===== src/rtl/smt_defines.svh =====
// Register offsets, field positions, reset values and timing counts of the link initiator.
// What this block does
// - Read: lower select, then send 32-bit header with direction bit 0.
// - Header byte 0: direction bit 7, bank 6:3, size high 2:0; page, address.
// - Single-byte read carries a length field of zero.
// - Read of n bytes carries n-1; the target returns n sequential bytes.
// - After the header the initiator sends N zero flow-control bytes.
// - Read data is clocked in only after an idle answer, from byte 4+N.
// - Initiator sends 00h during read data and clocks exactly n bytes.
// - Write: send the 32-bit header with direction bit 1.
// - Single-byte write carries a length field of zero.
// - Write of n bytes carries n-1; target stores them sequentially.
// - During write flow control the initiator drives zeros and samples busy.
// - After idle, write data goes out from byte 4+N onward.
// - Every read, write or poll ends with select raised.
// - A busy poll is a one-byte read of bank 0, page 0, byte 0.
// - The poll header is all zero bits.
// - A poll sends 8N zero bits and reads the last flow byte.
// - Select falling starts and select rising stops a transaction.
// - Bytes go most significant bit first, eight bits a word.
// - A stop off a byte boundary or early aborts; partial bytes are dropped.
// - N is at least two; the target ignores the dummy bytes.
`ifndef SMT_DEFINES_SVH
`define SMT_DEFINES_SVH

`define SMT_REG_CTRL 4'h0
`define SMT_REG_HDR 4'h4
`define SMT_REG_STAT 4'h8
`define SMT_REG_DATA 4'hC

`define SMT_CTRL_START 0
`define SMT_CTRL_OP 2:1
`define SMT_CTRL_FLOW 7:4
`define SMT_CTRL_RST 32'h0000_0020
`define SMT_HDR_RST 32'h0000_0000

`define SMT_STAT_BUSY 0
`define SMT_STAT_DONE 1
`define SMT_STAT_ACK 2
`define SMT_STAT_NACK 3
`define SMT_STAT_PERR 4
`define SMT_STAT_RDV 5
`define SMT_STAT_WRF 6

`define SMT_FLOW_MIN 4'h2
`define SMT_HDR_BYTES 16'h0004
`define SMT_ACK_BYTE 8'h00
`define SMT_NACK_BYTE 8'hFF

`define SMT_CLK_NS 4
`define SMT_HALF_NS 32
`define SMT_HALF_CYC ((`SMT_HALF_NS + `SMT_CLK_NS - 1) / `SMT_CLK_NS)
`define SMT_GAP_NS 64
`define SMT_GAP_CYC ((`SMT_GAP_NS + `SMT_CLK_NS - 1) / `SMT_CLK_NS)

`endif


===== src/rtl/smt_pkg.sv =====
// Types shared by the serial management link initiator.
`default_nettype none
package smt_pkg;
	typedef enum logic [2:0] {
		ST_IDLE = 3'b000,
		ST_SEL  = 3'b001,
		ST_LOAD = 3'b010,
		ST_XFER = 3'b011,
		ST_STOP = 3'b100
	} smt_state_t;

	typedef enum logic [1:0] {
		OP_READ  = 2'b00,
		OP_WRITE = 2'b01,
		OP_TEST  = 2'b10
	} smt_op_t;

	typedef struct packed {
		logic        direction_bit;
		logic [3:0]  bank;
		logic [10:0] length_minus_one_field;
		logic [7:0]  page;
		logic [7:0]  addr;
	} smt_hdr_t;

	typedef struct packed {
		logic        cyc;
		logic        stb;
		logic        we;
		logic [3:0]  adr;
		logic [3:0]  sel;
		logic [31:0] dat;
	} smt_wb_req_t;

	typedef struct packed {
		logic        ack;
		logic [31:0] dat;
	} smt_wb_rsp_t;
endpackage
`default_nettype wire


===== src/rtl/smt_clk_gen.sv =====
// Serial clock divider with one-cycle edge enables.
`timescale 1ns/1ps
`default_nettype none
`include "smt_defines.svh"
module smt_clk_gen import smt_pkg::*; (
	input  wire logic core_clk, // core clock
	input  wire logic rst,      // synchronous reset
	input  wire logic run,      // clock runs while high
	output logic      sclk,     // serial clock, idles low
	output logic      rise_en,  // pulse at a rising serial edge
	output logic      fall_en   // pulse at a falling serial edge
);
	logic [7:0] cnt_q;
	logic       sclk_q;
	logic       tick;

	assign tick    = run && (cnt_q == 8'(`SMT_HALF_CYC - 1));
	assign rise_en = tick && !sclk_q;
	assign fall_en = tick && sclk_q;
	assign sclk    = sclk_q;

	always_ff @(posedge core_clk) begin
		if (rst || !run) begin
			cnt_q <= 8'h00;
		end else if (tick) begin
			cnt_q <= 8'h00;
		end else begin
			cnt_q <= cnt_q + 8'h01;
		end
	end

	always_ff @(posedge core_clk) begin
		if (rst || !run) begin
			sclk_q <= 1'b0;
		end else if (tick) begin
			sclk_q <= !sclk_q;
		end
	end
endmodule
`default_nettype wire


===== src/rtl/smt_initiator.sv =====
// Serial management link initiator with a Wishbone register port.
`timescale 1ns/1ps
`default_nettype none
`include "smt_defines.svh"
module smt_initiator import smt_pkg::*; (
	input  wire logic         core_clk,                     // core clock
	input  wire logic         rst,                          // synchronous reset
	input  wire smt_wb_req_t  wb_req,                       // Wishbone request
	output smt_wb_rsp_t       wb_rsp,                       // Wishbone answer
	output logic              select_low,                   // link select, low active
	output logic              link_clk,                     // link serial clock
	output logic              initiator_out_target_in_line, // serial data out
	input  wire logic         target_out_initiator_in_line  // serial data in
);
	// ----------------------------------------------------------------
	// Helpers
	// ----------------------------------------------------------------
	function automatic logic [3:0] eff_flow(input logic [3:0] n);
		eff_flow = (n < `SMT_FLOW_MIN) ? `SMT_FLOW_MIN : n;
	endfunction

	function automatic logic [31:0] lane_merge(input logic [31:0] old_v,
			input logic [31:0] new_v, input logic [3:0] sel);
		lane_merge = old_v;
		for (int i = 0; i < 4; i++) begin
			if (sel[i]) begin
				lane_merge[i*8 +: 8] = new_v[i*8 +: 8];
			end
		end
	endfunction

	function automatic logic [7:0] hdr_byte(input smt_hdr_t h, input logic [1:0] idx);
		logic [31:0] w;
		w = h;
		hdr_byte = w[(3 - idx)*8 +: 8];
	endfunction

	// ----------------------------------------------------------------
	// Declarations
	// ----------------------------------------------------------------
	smt_state_t  state_q;
	smt_op_t     op_q;
	smt_op_t     t_op_q;
	smt_hdr_t    hdr_q;
	smt_hdr_t    t_hdr_q;
	logic [3:0]  flow_q;
	logic [3:0]  t_n_q;
	logic [15:0] pos_q;
	logic [3:0]  bit_q;
	logic [7:0]  tx_q;
	logic [7:0]  rx_q;
	logic [7:0]  tmr_q;
	logic        cs_n_q;
	logic        miso_s1_q;
	logic        miso_s2_q;
	logic        done_q;
	logic        ack_seen_q;
	logic        nack_q;
	logic        perr_q;
	logic [7:0]  rdata_q;
	logic        rd_valid_q;
	logic [7:0]  wdata_q;
	logic        wr_full_q;
	logic        ack_q;
	logic [31:0] rdat_q;
	logic [31:0] rdat_d;
	logic        hit;
	logic        wr_hit;
	logic        rd_hit;
	logic        start_go;
	logic        run;
	logic        rise_en;
	logic        fall_en;
	logic        xfer_done;
	logic        load_go;
	logic        can_load;
	logic        in_data;
	logic        at_last_flow;
	logic        end_now;
	logic [15:0] last_flow;
	logic [15:0] last_data;
	logic [7:0]  next_byte;

	// ----------------------------------------------------------------
	// Register port
	// ----------------------------------------------------------------
	assign hit    = wb_req.cyc && wb_req.stb && !ack_q;
	// Writes commit at the edge where the master samples ack, not one edge early.
	assign wr_hit = wb_req.cyc && wb_req.stb && wb_req.we && ack_q;
	assign rd_hit = hit && !wb_req.we;
	assign start_go = wr_hit && (wb_req.adr == `SMT_REG_CTRL) && wb_req.sel[0]
		&& wb_req.dat[`SMT_CTRL_START] && (state_q == ST_IDLE)
		&& (wb_req.dat[`SMT_CTRL_OP] != 2'b11);

	always_ff @(posedge core_clk) begin
		if (rst) begin
			ack_q <= 1'b0;
		end else begin
			ack_q <= hit;
		end
	end

	always_comb begin
		rdat_d = 32'h0000_0000;
		case (wb_req.adr)
			`SMT_REG_CTRL: begin
				rdat_d[`SMT_CTRL_START] = (state_q != ST_IDLE);
				rdat_d[`SMT_CTRL_OP]    = op_q;
				rdat_d[`SMT_CTRL_FLOW]  = flow_q;
			end
			`SMT_REG_HDR: begin
				rdat_d = hdr_q;
			end
			`SMT_REG_STAT: begin
				rdat_d[`SMT_STAT_BUSY] = (state_q != ST_IDLE);
				rdat_d[`SMT_STAT_DONE] = done_q;
				rdat_d[`SMT_STAT_ACK]  = ack_seen_q;
				rdat_d[`SMT_STAT_NACK] = nack_q;
				rdat_d[`SMT_STAT_PERR] = perr_q;
				rdat_d[`SMT_STAT_RDV]  = rd_valid_q;
				rdat_d[`SMT_STAT_WRF]  = wr_full_q;
			end
			`SMT_REG_DATA: begin
				rdat_d[7:0] = rdata_q;
			end
			default: begin
				rdat_d = 32'h0000_0000;
			end
		endcase
	end

	always_ff @(posedge core_clk) begin
		if (rst) begin
			rdat_q <= 32'h0000_0000;
		end else if (rd_hit) begin
			rdat_q <= rdat_d;
		end
	end

	assign wb_rsp.ack = ack_q;
	assign wb_rsp.dat = rdat_q;

	// Op and flow length only change while idle so a running frame stays coherent.
	always_ff @(posedge core_clk) begin
		logic [31:0] c;
		c = lane_merge({24'h000000, flow_q, 1'b0, op_q, 1'b0}, wb_req.dat, wb_req.sel);
		if (rst) begin
			op_q   <= smt_op_t'(`SMT_CTRL_RST >> 1);
			flow_q <= 4'(`SMT_CTRL_RST >> 4);
		end else if (wr_hit && (wb_req.adr == `SMT_REG_CTRL) && (state_q == ST_IDLE)) begin
			op_q   <= smt_op_t'(c[`SMT_CTRL_OP]);
			flow_q <= c[`SMT_CTRL_FLOW];
		end
	end

	always_ff @(posedge core_clk) begin
		if (rst) begin
			hdr_q <= `SMT_HDR_RST;
		end else if (wr_hit && (wb_req.adr == `SMT_REG_HDR)) begin
			hdr_q <= lane_merge(hdr_q, wb_req.dat, wb_req.sel);
		end
	end

	// ----------------------------------------------------------------
	// Transaction snapshot
	// ----------------------------------------------------------------
	always_ff @(posedge core_clk) begin
		smt_hdr_t h;
		h = lane_merge(hdr_q, wb_req.dat, 4'h0);
		if (rst) begin
			t_op_q  <= OP_READ;
			t_hdr_q <= `SMT_HDR_RST;
			t_n_q   <= `SMT_FLOW_MIN;
		end else if (start_go) begin
			t_op_q <= smt_op_t'(wb_req.dat[`SMT_CTRL_OP]);
			t_n_q  <= eff_flow(wb_req.dat[`SMT_CTRL_FLOW]);
			if (smt_op_t'(wb_req.dat[`SMT_CTRL_OP]) == OP_TEST) begin
				t_hdr_q <= '0;
			end else begin
				h.direction_bit = (wb_req.dat[`SMT_CTRL_OP] == OP_WRITE);
				t_hdr_q <= h;
			end
		end
	end

	// ----------------------------------------------------------------
	// Byte engine
	// ----------------------------------------------------------------
	assign last_flow    = `SMT_HDR_BYTES + {12'h000, t_n_q} - 16'h0001;
	assign last_data    = last_flow + {5'h00, t_hdr_q.length_minus_one_field} + 16'h0001;
	assign at_last_flow = (pos_q == last_flow);
	assign in_data      = (pos_q > last_flow);
	assign run          = (state_q == ST_XFER);
	assign xfer_done    = run && fall_en && (bit_q == 4'h8);
	assign can_load     = !in_data || ((t_op_q == OP_WRITE) ? wr_full_q : !rd_valid_q);
	assign load_go      = (state_q == ST_LOAD) && can_load;
	// A busy answer, a bad answer or the poll's answer ends the frame on the byte edge.
	assign end_now = (at_last_flow && ((t_op_q == OP_TEST) || (rx_q != `SMT_ACK_BYTE)))
		|| (in_data && (pos_q == last_data));

	always_comb begin
		if (pos_q < `SMT_HDR_BYTES) begin
			next_byte = hdr_byte(t_hdr_q, pos_q[1:0]);
		end else if (in_data && (t_op_q == OP_WRITE)) begin
			next_byte = wdata_q;
		end else begin
			next_byte = 8'h00;
		end
	end

	smt_clk_gen u_clk (
		.core_clk (core_clk),
		.rst      (rst),
		.run      (run),
		.sclk     (link_clk),
		.rise_en  (rise_en),
		.fall_en  (fall_en)
	);

	always_ff @(posedge core_clk) begin
		if (rst) begin
			miso_s1_q <= 1'b0;
			miso_s2_q <= 1'b0;
		end else begin
			miso_s1_q <= target_out_initiator_in_line;
			miso_s2_q <= miso_s1_q;
		end
	end

	always_ff @(posedge core_clk) begin
		if (rst) begin
			state_q <= ST_IDLE;
		end else begin
			case (state_q)
				ST_IDLE: begin
					if (start_go) begin
						state_q <= ST_SEL;
					end
				end
				ST_SEL: begin
					if (tmr_q == 8'h00) begin
						state_q <= ST_LOAD;
					end
				end
				ST_LOAD: begin
					if (can_load) begin
						state_q <= ST_XFER;
					end
				end
				ST_XFER: begin
					if (xfer_done) begin
						state_q <= end_now ? ST_STOP : ST_LOAD;
					end
				end
				ST_STOP: begin
					if (tmr_q == 8'h00) begin
						state_q <= ST_IDLE;
					end
				end
				default: begin
					state_q <= ST_IDLE;
				end
			endcase
		end
	end

	always_ff @(posedge core_clk) begin
		if (rst) begin
			tmr_q <= 8'h00;
		end else if (start_go || (xfer_done && end_now)) begin
			tmr_q <= 8'(`SMT_GAP_CYC - 1);
		end else if (tmr_q != 8'h00) begin
			tmr_q <= tmr_q - 8'h01;
		end
	end

	// Select only rises on the same core edge as the last falling serial edge of a whole byte.
	always_ff @(posedge core_clk) begin
		if (rst) begin
			cs_n_q <= 1'b1;
		end else if (start_go) begin
			cs_n_q <= 1'b0;
		end else if (xfer_done && end_now) begin
			cs_n_q <= 1'b1;
		end
	end
	assign select_low = cs_n_q;

	always_ff @(posedge core_clk) begin
		if (rst || start_go) begin
			pos_q <= 16'h0000;
		end else if (xfer_done) begin
			pos_q <= pos_q + 16'h0001;
		end
	end

	always_ff @(posedge core_clk) begin
		if (rst) begin
			bit_q <= 4'h0;
		end else if (load_go) begin
			bit_q <= 4'h0;
		end else if (run && rise_en) begin
			bit_q <= bit_q + 4'h1;
		end
	end

	always_ff @(posedge core_clk) begin
		if (rst) begin
			tx_q <= 8'h00;
		end else if (load_go) begin
			tx_q <= next_byte;
		end else if (run && fall_en) begin
			tx_q <= {tx_q[6:0], 1'b0};
		end
	end
	assign initiator_out_target_in_line = tx_q[7];

	always_ff @(posedge core_clk) begin
		if (rst) begin
			rx_q <= 8'h00;
		end else if (run && rise_en) begin
			rx_q <= {rx_q[6:0], miso_s2_q};
		end
	end

	// ----------------------------------------------------------------
	// Status and data registers
	// ----------------------------------------------------------------
	always_ff @(posedge core_clk) begin
		if (rst || start_go) begin
			ack_seen_q <= 1'b0;
			nack_q     <= 1'b0;
			perr_q     <= 1'b0;
		end else if (xfer_done && at_last_flow) begin
			ack_seen_q <= (rx_q == `SMT_ACK_BYTE);
			nack_q     <= (rx_q == `SMT_NACK_BYTE);
			perr_q     <= (rx_q != `SMT_ACK_BYTE) && (rx_q != `SMT_NACK_BYTE);
		end
	end

	always_ff @(posedge core_clk) begin
		if (rst) begin
			done_q <= 1'b0;
		end else if ((state_q == ST_STOP) && (tmr_q == 8'h00)) begin
			done_q <= 1'b1;
		end else if (wr_hit && (wb_req.adr == `SMT_REG_STAT) && wb_req.sel[0]
				&& wb_req.dat[`SMT_STAT_DONE]) begin
			done_q <= 1'b0;
		end
	end

	always_ff @(posedge core_clk) begin
		if (rst) begin
			rdata_q    <= 8'h00;
			rd_valid_q <= 1'b0;
		end else if (xfer_done && in_data && (t_op_q == OP_READ)) begin
			rdata_q    <= rx_q;
			rd_valid_q <= 1'b1;
		end else if (rd_hit && (wb_req.adr == `SMT_REG_DATA)) begin
			rd_valid_q <= 1'b0;
		end
	end

	always_ff @(posedge core_clk) begin
		if (rst) begin
			wdata_q   <= 8'h00;
			wr_full_q <= 1'b0;
		end else if (wr_hit && (wb_req.adr == `SMT_REG_DATA) && wb_req.sel[0]) begin
			wdata_q   <= wb_req.dat[7:0];
			wr_full_q <= 1'b1;
		end else if (load_go && in_data && (t_op_q == OP_WRITE)) begin
			wr_full_q <= 1'b0;
		end
	end
endmodule
`default_nettype wire


===== config.mk =====
export PLATFORM = sky130hd
export DESIGN_NAME = smt_initiator
export DESIGN_NICKNAME = d
export VERILOG_FILES = /design/src/rtl/smt_pkg.sv /design/src/rtl/smt_clk_gen.sv /design/src/rtl/smt_initiator.sv
export VERILOG_INCLUDE_DIRS = /design/src /design/src/rtl
export SDC_FILE = /design/constraint.sdc
export NUM_CORES = 1
export LEC_CHECK = 0
export ABC_AREA = 0
export BUFFER_PORTS_ARGS = -buffer_cell sky130_fd_sc_hd__clkbuf_2
export CAP_MARGIN = 20
export CORE_UTILIZATION = 40
export CTS_BUF_LIST = sky130_fd_sc_hd__clkbuf_8 sky130_fd_sc_hd__clkbuf_16
export DETAILED_ROUTE_END_ITERATION = 10
export GPL_ROUTABILITY_DRIVEN = 0
export GPL_TIMING_DRIVEN = 0
export SYNTH_ARGS = -nofsm -noshare
export SYNTH_HDL_FRONTEND = slang
export SYNTH_HIERARCHICAL = 1
export SYNTH_SLANG_ARGS = --single-unit

===== constraint.sdc =====
create_clock -name core_clk -period 4.5 [get_ports core_clk]
set_clock_uncertainty 0.15 [all_clocks]
set_input_delay 0.45 -clock core_clk [delete_from_list [all_inputs] [get_ports core_clk]]
set_output_delay 0.45 -clock core_clk [all_outputs]
set_load 0.01 [all_outputs]

# Yosys cells after proc, flatten, opt, wreduce, memory -nomap -nowiden
# Index checks and enable logic that the tools add are counted.
# word_totals
reg_bits	190
inputBits	46
output_inout_bits	36
elab_cells	173
# op_classes
add_sub_neg	9
n_lt_le_gt_ge	3
n_eq_ne	23
shift	1
muxes	29
n_reduce_logical	71
# op_table
operator	n
$logic_and 1x1->1	36
$shiftx 32x33->8	1
$eq 16x16->1	2
$mux 32	1
$mux 8	4
$mux 24	1
$pmux 3 s4	2
$mux 3	6
$add 16x1->16 const B	1
$gt 16x16->1	1
$logic_not 8->1	2
$lt 16x3->1 const B	1
$reduce_bool 8->1	2
$pmux 3 s5	1
$add 13x2->14 const B	1
$add 6x12->13	1
$eq 4x4->1 const B	3
$mux 4	3
$reduce_bool 2->1	6
$ne 2x2->1 const B	5
$reduce_and 2->1	5
$mux 1	9
$add 8x1->8 const B	1
$eq 8x3->1 const B	1
other kinds (24)	40

# Depth between registers and ports, before layout
# Gate-level depths: netlist (run 1).
# logic_depth
depth_word	10
depth_mapped	14
depth_no_buf	13

# Modules after synthesis
# The synthesis (run 1) kept the hierarchy.
# by_module_without_submodules
module	n_inst	cells_per_inst	area_each_um2	seq_area_each_um2
smt_initiator	1	869	7970.1	3623.5
smt_clk_gen	1	45	392.9	180.2

# Worst setup path after synthesis (run 1)
# Ideal clock, no wire load.
# synth_timing
kind	flip-flop to flip-flop
from	register t_n_q[0]
to	register tmr_q[2]
setup_time_ps	70
t_arrival_ps	2993
required_time_ps	4280
path_slack_ps	1286
stages_incl_launch_ff	13
path_buffers	0
period_less_slack_ps	3214
path_cell_list	dfxtp_1 inv_1 ha_1 inv_1 ha_1 nor2b_1 o2111ai_1 nand2_1 xnor2_1 or4_1 or3_1 a311o_1 a21oi_1
# synth_via
elab_chain_cells	10
word_cells_on_any_way	14
cone_classes	4 x add/sub; 1 x order compare; 2 x eq/ne; 1 x mux; 6 x reduce/logical
# synth_lines
element	line	source
from (decl)	smt_initiator.sv:47	logic [3:0] t_n_q;
from (signal assigned)	smt_initiator.sv:173	t_n_q <= `SMT_FLOW_MIN;
from (signal assigned)	smt_initiator.sv:176	t_n_q <= eff_flow(wb_req.dat[`SMT_CTRL_FLOW]);
$add 3x4->5 (no line) *	--	
$sub 5x1->6 (no line) *	--	
$add 6x12->13	smt_initiator.sv:190	assign last_data = last_flow + {5'h00, t_hdr_q.length_minus_one_field} + 16'h0001;
$add 13x2->14	smt_initiator.sv:190	
$eq 16x16->1	smt_initiator.sv:199	|| (in_data && (pos_q == last_data));
$logic_and 1x1->1	smt_initiator.sv:199	
$logic_or 1x1->1 *	smt_initiator.sv:198	assign end_now = (at_last_flow && ((t_op_q == OP_TEST) || (rx_q != `SMT_ACK_BYTE)))
$logic_and 1x1->1 *	smt_initiator.sv:270	end else if (start_go || (xfer_done && end_now)) begin
$logic_or 1x1->1 *	smt_initiator.sv:270	
$mux 4 or $reduce_bool 2->1 (tied branches)	--	
to (signal assigned)	smt_initiator.sv:271	tmr_q <= 8'(`SMT_GAP_CYC - 1);
to (signal assigned)	smt_initiator.sv:273	tmr_q <= tmr_q - 8'h01;
to (decl)	smt_initiator.sv:52	logic [7:0] tmr_q;
# Every way passes the cells marked *; elsewhere a longest branch is shown, timed or not.
# A chain may end at the register's enable or synchronous reset.

# Worst setup path in the final report (run 1)
# layout_timing
from	register t_n_q[0]
to	register tmr_q[4]
# layout_via
elab_chain_cells	10
word_cells_on_any_way	13
cone_classes	4 x add/sub; 1 x order compare; 2 x eq/ne; 6 x reduce/logical
# layout_lines
element	line
$add 3x4->5 (no line) *	--
$sub 5x1->6 (no line) *	--
$add 6x12->13	smt_initiator.sv:190
$add 13x2->14	smt_initiator.sv:190
$eq 16x16->1	smt_initiator.sv:199
$logic_and 1x1->1	smt_initiator.sv:199
$logic_or 1x1->1 *	smt_initiator.sv:198
$logic_and 1x1->1 *	smt_initiator.sv:270
$logic_or 1x1->1 *	smt_initiator.sv:270
$reduce_or 2->1 (no line) *	--
# Marks and branches as above.

==> metrics.csv, run 1 <==
stage,metric,value,unit
final_layout,drive_gt1_frac,0.143,
clock_network,hold_buffers,0,
die,initial_core_util,0.411,
placement,pre_cts_slack,851,ps
clock_network,cts_setup_buffers,0,
sta,tightestPinTransition,1070,ps
critical_path,critPathBufInv,0,
clock_network,cts_htree_levels,4,
flow_run,drv_cap,0,
grt,antenna_found_initial,0,
drt,routedWlPerCell,16.4,um
power_and_ir_drop,p_total,3.45,mW
critical_path,path_delay_family,simple AND/OR/NAND/NOR gates,
outcome,status,"complete, no violations",
final_layout,final_area,9690,um2
sta,hold_viol,0,
drt,avgViaCountPerCell,5.29,
drt,met3_wirelength,780,um
grt,overflow,0,
grt,grt_pass1_wl,34300,um
synth,yosys_warnings,6,
die,io_pins,82,
clock_network,cts_tree,done,
grt,grt_pass1_vias,6372,
placement,dp_hpwl,16200,um
critical_path,cpPeakStageDelay,530,ps
critical_path,required,4660,ps
critical_path,slowest_stage,or4_1,
clock_network,cts_resized,0,
final_layout,num_antenna_cells,0,
placement,io_buffers,80,
critical_path,critical_path_arrival,3780,ps
synth,synth_nets,978,
final_layout,nFillCells,1989,
clock_network,cts_sinks,190,
synth,synth_seq_area_share,0.455,
power_and_ir_drop,p_switching,0.905,mW
power_and_ir_drop,swShare,0.263,
power_and_ir_drop,clkPwrFrac,0.428,
synth,ys_seq_elements,190,
drt,num_vias,6866,
critical_path,crit_start,t_n_q[0]$_SDFFE_PP0P_,
critical_path,timing.rr.start,t_n_q[0]$_SDFFE_PP0P_,
die,core-area,20400,um2
sta,post-route-period-util,0.805,
drt,drtIter0Drc,403,
grt,grt_max_degree,20,
worst_hold_path,hp-class,input port to register,
grt,grtUsageTotal,0.205,
die,dieWidth,147,um
sta,worst_slack,875,ps
clock_network,clock_latency,440,ps
critical_path,cp-start-kind,register,
sta,slew_headroom,0.282,
synth,synthArstFlopShare,0,
sta,fin_setup_tns,0,ps
worst_hold_path,hp-start,target_out_initiator_in_line,
die,die-area,21500,um2
critical_path,path_cells,o21ai_0 -> xnor2_1 -> ha_1 -> a211oi_1 -> a21oi_1 -> nor4b_1 -> a31oi_1 -> or4_1 -> or3_1 -> o31ai_2 -> nor4_1,
drt,top_layer,met4,
synth,synth_edf_count,0,
power_and_ir_drop,p_per_area,356,nW/um2
synth,syn-mean-instance-area,9.15,um2
final_layout,syn_to_final_growth,15.8,%
sta,max_freq,276,MHz
power_and_ir_drop,ir_worst_vdd,0.259,mV
clock_network,clock_path_buffers,2,
sta,rsz0062_at_grt,no,
drt,ant_nets,0,
clock_network,clkTransAtPathRegs,80,ps
sta,period_minus_slack,3620,ps
synth,syn_inst,914,
synth,ys.flop_type,dfxtp_1,
drt,routed_wl,21300,um
synth,synth_cell_types,61,
die,rows,52,
clock_network,cts_buffers,17,
drt,dr_wl_met2,9880,um
drt,drc_errors,0,
critical_path,worstSetupPathType,register to register,
sta,drv_slew,0,
die,die_h,147,um
drt,wirelength_met1,10300,um
power_and_ir_drop,internal_power,2.54,mW
power_and_ir_drop,power_frac_comb,0.072,
placement,placed_area,9100,um2
power_and_ir_drop,seqPwrFrac,0.500,
drt,drt_pass1_iterations,5,
power_and_ir_drop,leakagePower,3.99,nW
critical_path,cp_max_fo,4,
synth,syn-cell-area,8360,um2
critical_path,end_kind,register,
final_layout,fin_nets,1079,
clock_network,root_buffer,clkbuf_16,
sta,report.final.setup_viol,0,
-- cell usage in the layout, fill, tap and decap left out, drive strengths merged, types with 4 or more instances in the layout --
cell type  Yosys  final
and2           7      7
a311oi         5      5
xor2          24     24
mux4          13     13
o21a           4      4
and3          12     12
nor2         105    105
a21oi         67     67
clkinv         0      4
xnor2         18     18
mux2i         58     58
or3           17     17
nor3          21     21
o21ai         19     19
or4            7      7
nand2         97     97
ha            17     17
nor4          11     11
a22oi          8      8
nand3         55     55
nand4          8      8
nand2b         5      5
clkbuf        35    134
dfxtp        190    190
a22o          28     28
a211oi         8      8
nor2b          5      5
inv           20     28
buf           14     14
-- metal layers --
layer	global-route usage	vias up
li1	-	3458
met1	0.282	3260
met2	0.327	127
met3	0.0356	21
met4	0.0573	0
met5	0	-
-- stage by stage --
| stage | utilization | std cells | hold WS, ps |
|---|---|---|---|
| floorplan | - | 914 | 264 |
| global route | 0.476 | 1298 | 74.6 |
| global placement | 0.447 | 1264 | 267 |
| finish | 0.476 | 1298 | 68.3 |
| detailed placement | 0.447 | 1264 | 279 |
| CTS | 0.475 | 1296 | 56.4 |
-- worst paths after layout --
check | end | slack (ps) | depth (start not counted)
hold reg to reg | miso_s2_q$_SDFF_PP0_ | 290 | 1
setup reg to reg | tmr_q[4]$_SDFFE_PP0N_ | 880 | 11
setup / recovery | tmr_q[4]$_SDFFE_PP0N_ | 880 | 11
hold / removal | miso_s1_q$_SDFF_PP0_ | 70 | 2
-- worst reg2reg max path: stages (launching register included) --
cell	delay (ps)
dfxtp_1	410
o21ai_0	140
xnor2_1	330
ha_1	340
a211oi_1	260
a21oi_1	130
nor4b_1	290
a31oi_1	100
or4_1	530
or3_1	360
o31ai_2	380
nor4_1	90
-- synth_stat cells (all sizes together) (18+ instances only) --
cell type / count / area share
nor3: 21 / 0.014
xnor2: 18 / 0.019
nand2: 97 / 0.044
nand3: 55 / 0.034
o21ai: 19 / 0.011
a21oi: 67 / 0.040
inv: 20 / 0.0090
mux2i: 58 / 0.069
dfxtp: 190 / 0.45
a22o: 28 / 0.029
clkbuf: 35 / 0.016
nor2: 105 / 0.047
xor2: 24 / 0.026
-- power groups by stage --
stage / combinational (mW) / sequential [mW] / clock (mW)
2_1_floorplan: 0.171 / 1.76 / 0
3_3_place_gp: 0.243 / 1.76 / 0
3_5_place_dp: 0.243 / 1.76 / 0
4_1_cts: 0.244 / 1.72 / 1.51
5_1_grt: 0.277 / 1.73 / 1.58
6_report: 0.248 / 1.72 / 1.47
-- area by class of cell --
cell class,count,area (um2),area share
Buffer,49,204,0.0211
Clock buffer,17,425,0.0439
Clock inverter,15,150,0.0155
Inverter,20,75.1,0.00775
Multi-Input combinational cell,655,4280,0.442
Sequential cell,190,3800,0.393
Tap cell,270,338,0.0349
Timing Repair Buffer,82,410,0.0424
-- registers in the layout, summed over array words and instances, names as in the netlist, 2 cells and up --
signal	cells
hdr_q	32
rdat_q	32
t_hdr_q	32
pos_q	16
rdata_q	8
rx_q	8
tmr_q	8
tx_q	8
u_clk/cnt_q	8
wdata_q	8
bit_q	4
flow_q	4
t_n_q	4
state_q	3
op_q	2
t_op_q	2
-- cells by family after synthesis --
logic type                 synth area share
xor gates and xnor gates             0.0449
adders and majority gates            0.0278
AOI/OAI and AO/OA                     0.126
muxes                                 0.107
buffers and inverters                0.0334
and+or+nand+nor                       0.206
DFF                                   0.455
Note: power is estimated with default switching activity, not from simulation.
==> run 2, diff against run 1 <==
==> constraint.sdc (replaced) <==
create_clock -name core_clk -period 3.49 [get_ports core_clk]
set_clock_uncertainty 0.15 [all_clocks]
set_input_delay 0.349 -clock core_clk [delete_from_list [all_inputs] [get_ports core_clk]]
set_output_delay 0.349 -clock core_clk [all_outputs]
set_load 0.01 [all_outputs]
==> run 2 against run 1 <==
Non-clock buffer count is 18 higher; routed wire length is 1.7% higher; final cell count is 1.4% higher; combinational power is 38% higher; maximum frequency is 7.2% higher; utilization is 1.5 points higher; clock-buffer cell count stayed put; worst setup slack worse by 770 ps; sequential share of layout area is 1.1 points lower; final area is 3.1% higher; largest cell class unchanged; highest routed layer unchanged.
==> metrics.csv, run 2 (synthesis gave the netlist of run 1 again) <==
stage,metric,value,unit,change
outcome,status,"complete, no violations",,
drt,drtIter0Drc,390,,-3.2%
critical_path,crit_path_frequent_cell,inv_1,,
power_and_ir_drop,p_per_area,449,nW/um2,+26%
clock_network,cts_htree_levels,4,,unchanged
final_layout,final_common_cell,dfxtp_1,,
die,die-area,21500,um2,unchanged
drt,routedWlPerCell,16.4,um,+0.33%
power_and_ir_drop,p_switching,1.19,mW,+31%
placement,io_buffers,80,,unchanged
sta,period_minus_slack,3380,ps,-244 ps
final_layout,drive_gt1_frac,0.166,,+0.0234
critical_path,required,3710,ps,-950 ps
flow_run,drv_cap,0,,unchanged
grt,grt_max_degree,20,,unchanged
die,rows,52,,unchanged
clock_network,cts_buffers,17,,unchanged
critical_path,path_cells,inv_1 -> ha_4 -> inv_1 -> ha_1 -> nor2b_1 -> o2111ai_2 -> nand2_2 -> xnor2_2 -> or4_1 -> or3_4 -> a311o_1 -> a21oi_1,,
power_and_ir_drop,internal_power,3.29,mW,+29%
clock_network,cts_tree,done,,
grt,met2_usage,0.332,,+0.00450
drt,num_vias,6925,,+0.86%
sta,report.final.setup_viol,0,,unchanged
drt,drt_pass1_iterations,5,,unchanged
final_layout,num_antenna_cells,0,,unchanged
grt,overflow,0,,unchanged
final_layout,nFillCells,1952,,-1.9%
drt,avgViaCountPerCell,5.26,,-0.52%
clock_network,clkTransAtPathRegs,70,ps,about the same
critical_path,cp_max_fo,4,,unchanged
critical_path,critical_path_arrival,3600,ps,-180 ps
die,die_h,147,um,unchanged
power_and_ir_drop,leakagePower,4.09,nW,+2.5%
die,initial_core_util,0.411,,unchanged
power_and_ir_drop,seqPwrFrac,0.496,,-0.004
grt,antenna_found_initial,0,,unchanged
power_and_ir_drop,swShare,0.265,,+0.00278
clock_network,clock_path_buffers,2,,unchanged
die,core-area,20400,um2,unchanged
power_and_ir_drop,ir_worst_vdd,0.331,mV,+28%
grt,grt_pass1_wl,34600,um,+0.78%
final_layout,fin_nets,1097,,+1.7%
sta,drv_slew,0,,unchanged
worst_hold_path,hp-class,input port to register,,
sta,hold_viol,0,,unchanged
clock_network,clock_latency,440,ps,about the same
power_and_ir_drop,power_frac_comb,0.076,,+0.004
die,io_pins,82,,unchanged
final_layout,top_regs,"hdr_q: 32 flops, rdat_q: 32 flops, t_hdr_q: 32 flops",,
placement,placed_area,9100,um2,unchanged
drt,ant_nets,0,,unchanged
power_and_ir_drop,clkPwrFrac,0.427,,about the same
grt,grt_busiest_layer,met2,,
grt,grt_util_met3,0.0403,,+0.00469
clock_network,cts_sinks,190,,unchanged
critical_path,slowest_stage,or4_1,,
placement,dp_hpwl,16200,um,unchanged
critical_path,worstSetupPathType,register to register,,
sta,max_freq,296,MHz,+7.2%
clock_network,root_buffer,clkbuf_16,,
critical_path,path_delay_family,simple AND/OR/NAND/NOR gates,,
final_layout,syn_to_final_growth,19.4,%,
sta,tightestPinTransition,1090,ps,+12.0 ps
grt,grtUsageTotal,0.206,,+0.00163
critical_path,end_kind,register,,
critical_path,cp-start-kind,register,,
sta,slew_headroom,0.274,,-0.00799
grt,gr-usage-met1,0.282,,+0.000447
die,dieWidth,147,um,unchanged
drt,routed_wl,21600,um,+1.7%
critical_path,critPathBufInv,2,,+2
grt,grt_pass1_vias,6457,,+1.3%
sta,post-route-period-util,0.969,,+0.163
drt,drc_errors,0,,unchanged
critical_path,cpPeakStageDelay,510,ps,-20 ps
final_layout,final_area,9990,um2,+3.1%
final_layout,post-route-util,0.490,,+0.0147
final_layout,final_cell_mix,"188 x dfxtp_1, 104 x nor2_1, 96 x nand2_1",,
[run 2: routing by layer]
layer	vias to the layer above	wire length, um
li1	3495	-
met1	3288	10400
met2	129	10200
met3	13	831
met4	0	274
met5	-	0
[run 2: stage by stage]
step                      setup TNS (ps)  setup WS (ps)  total power, mW  hold slack (ps)  cells
after global routing               -58.4          -23.7             4.65             12.3   1316
after detailed placement            -989           -159             2.59              279   1264
after CTS                              0           2.46             4.49             1.74   1311
after floorplan                        0            276             2.49              264    914
final                                  0            110             4.48             1.40   1316
after global placement              -681           -106             2.59              267   1264
[run 2: area by class of cell]
type	instances	area, um2	area share
plain buffers	49	206	0.0207
clock buffers	17	425	0.0426
clock inverters	15	150	0.0150
inverters	20	75.1	0.00752
multi-input cells	655	4400	0.441
flip-flops and latches	190	3810	0.381
well taps	270	338	0.0338
repair buffers	100	581	0.0581
[run 2: worst register-to-register path: stages (launching register included)]
cell,delay (ps)
dfxtp_4,360
inv_1,80
ha_4,300
inv_1,40
ha_1,250
nor2b_1,150
o2111ai_2,290
nand2_2,110
xnor2_2,160
or4_1,510
or3_4,360
a311o_1,400
a21oi_1,160
[run 2: power groups by stage]
stage          Clock (mW)  Sequential, mW  Combinational (mW)
6_report             1.91            2.22               0.342
5_1_grt              2.04            2.23               0.381
2_1_floorplan           0            2.27               0.221
3_3_place_gp            0            2.27               0.313
4_1_cts              1.94            2.22               0.327
3_5_place_dp            0            2.27               0.313
[run 2: final timing paths]
kind	startpoint	to	slack (ps)	cells past startpoint
setup / recovery	t_n_q[0]$_SDFFE_PP0P_	tmr_q[3]$_SDFFE_PP0P_	110	12
hold / removal	wb_req[9]	hdr_q[9]$_SDFFE_PP0P_	1	3
setup reg to reg	t_n_q[0]$_SDFFE_PP0P_	tmr_q[3]$_SDFFE_PP0P_	110	12
hold reg to reg	miso_s1_q$_SDFF_PP0_	miso_s2_q$_SDFF_PP0_	290	1
[run 2: repair_timing]
item	CTS	global route
buffers inserted	1	3
pin swaps	3	9
hold endpoints to repair	14	0
gates resized for setup	10	18
endpoints found under the setup margin	15	31
hold buffers	14	0
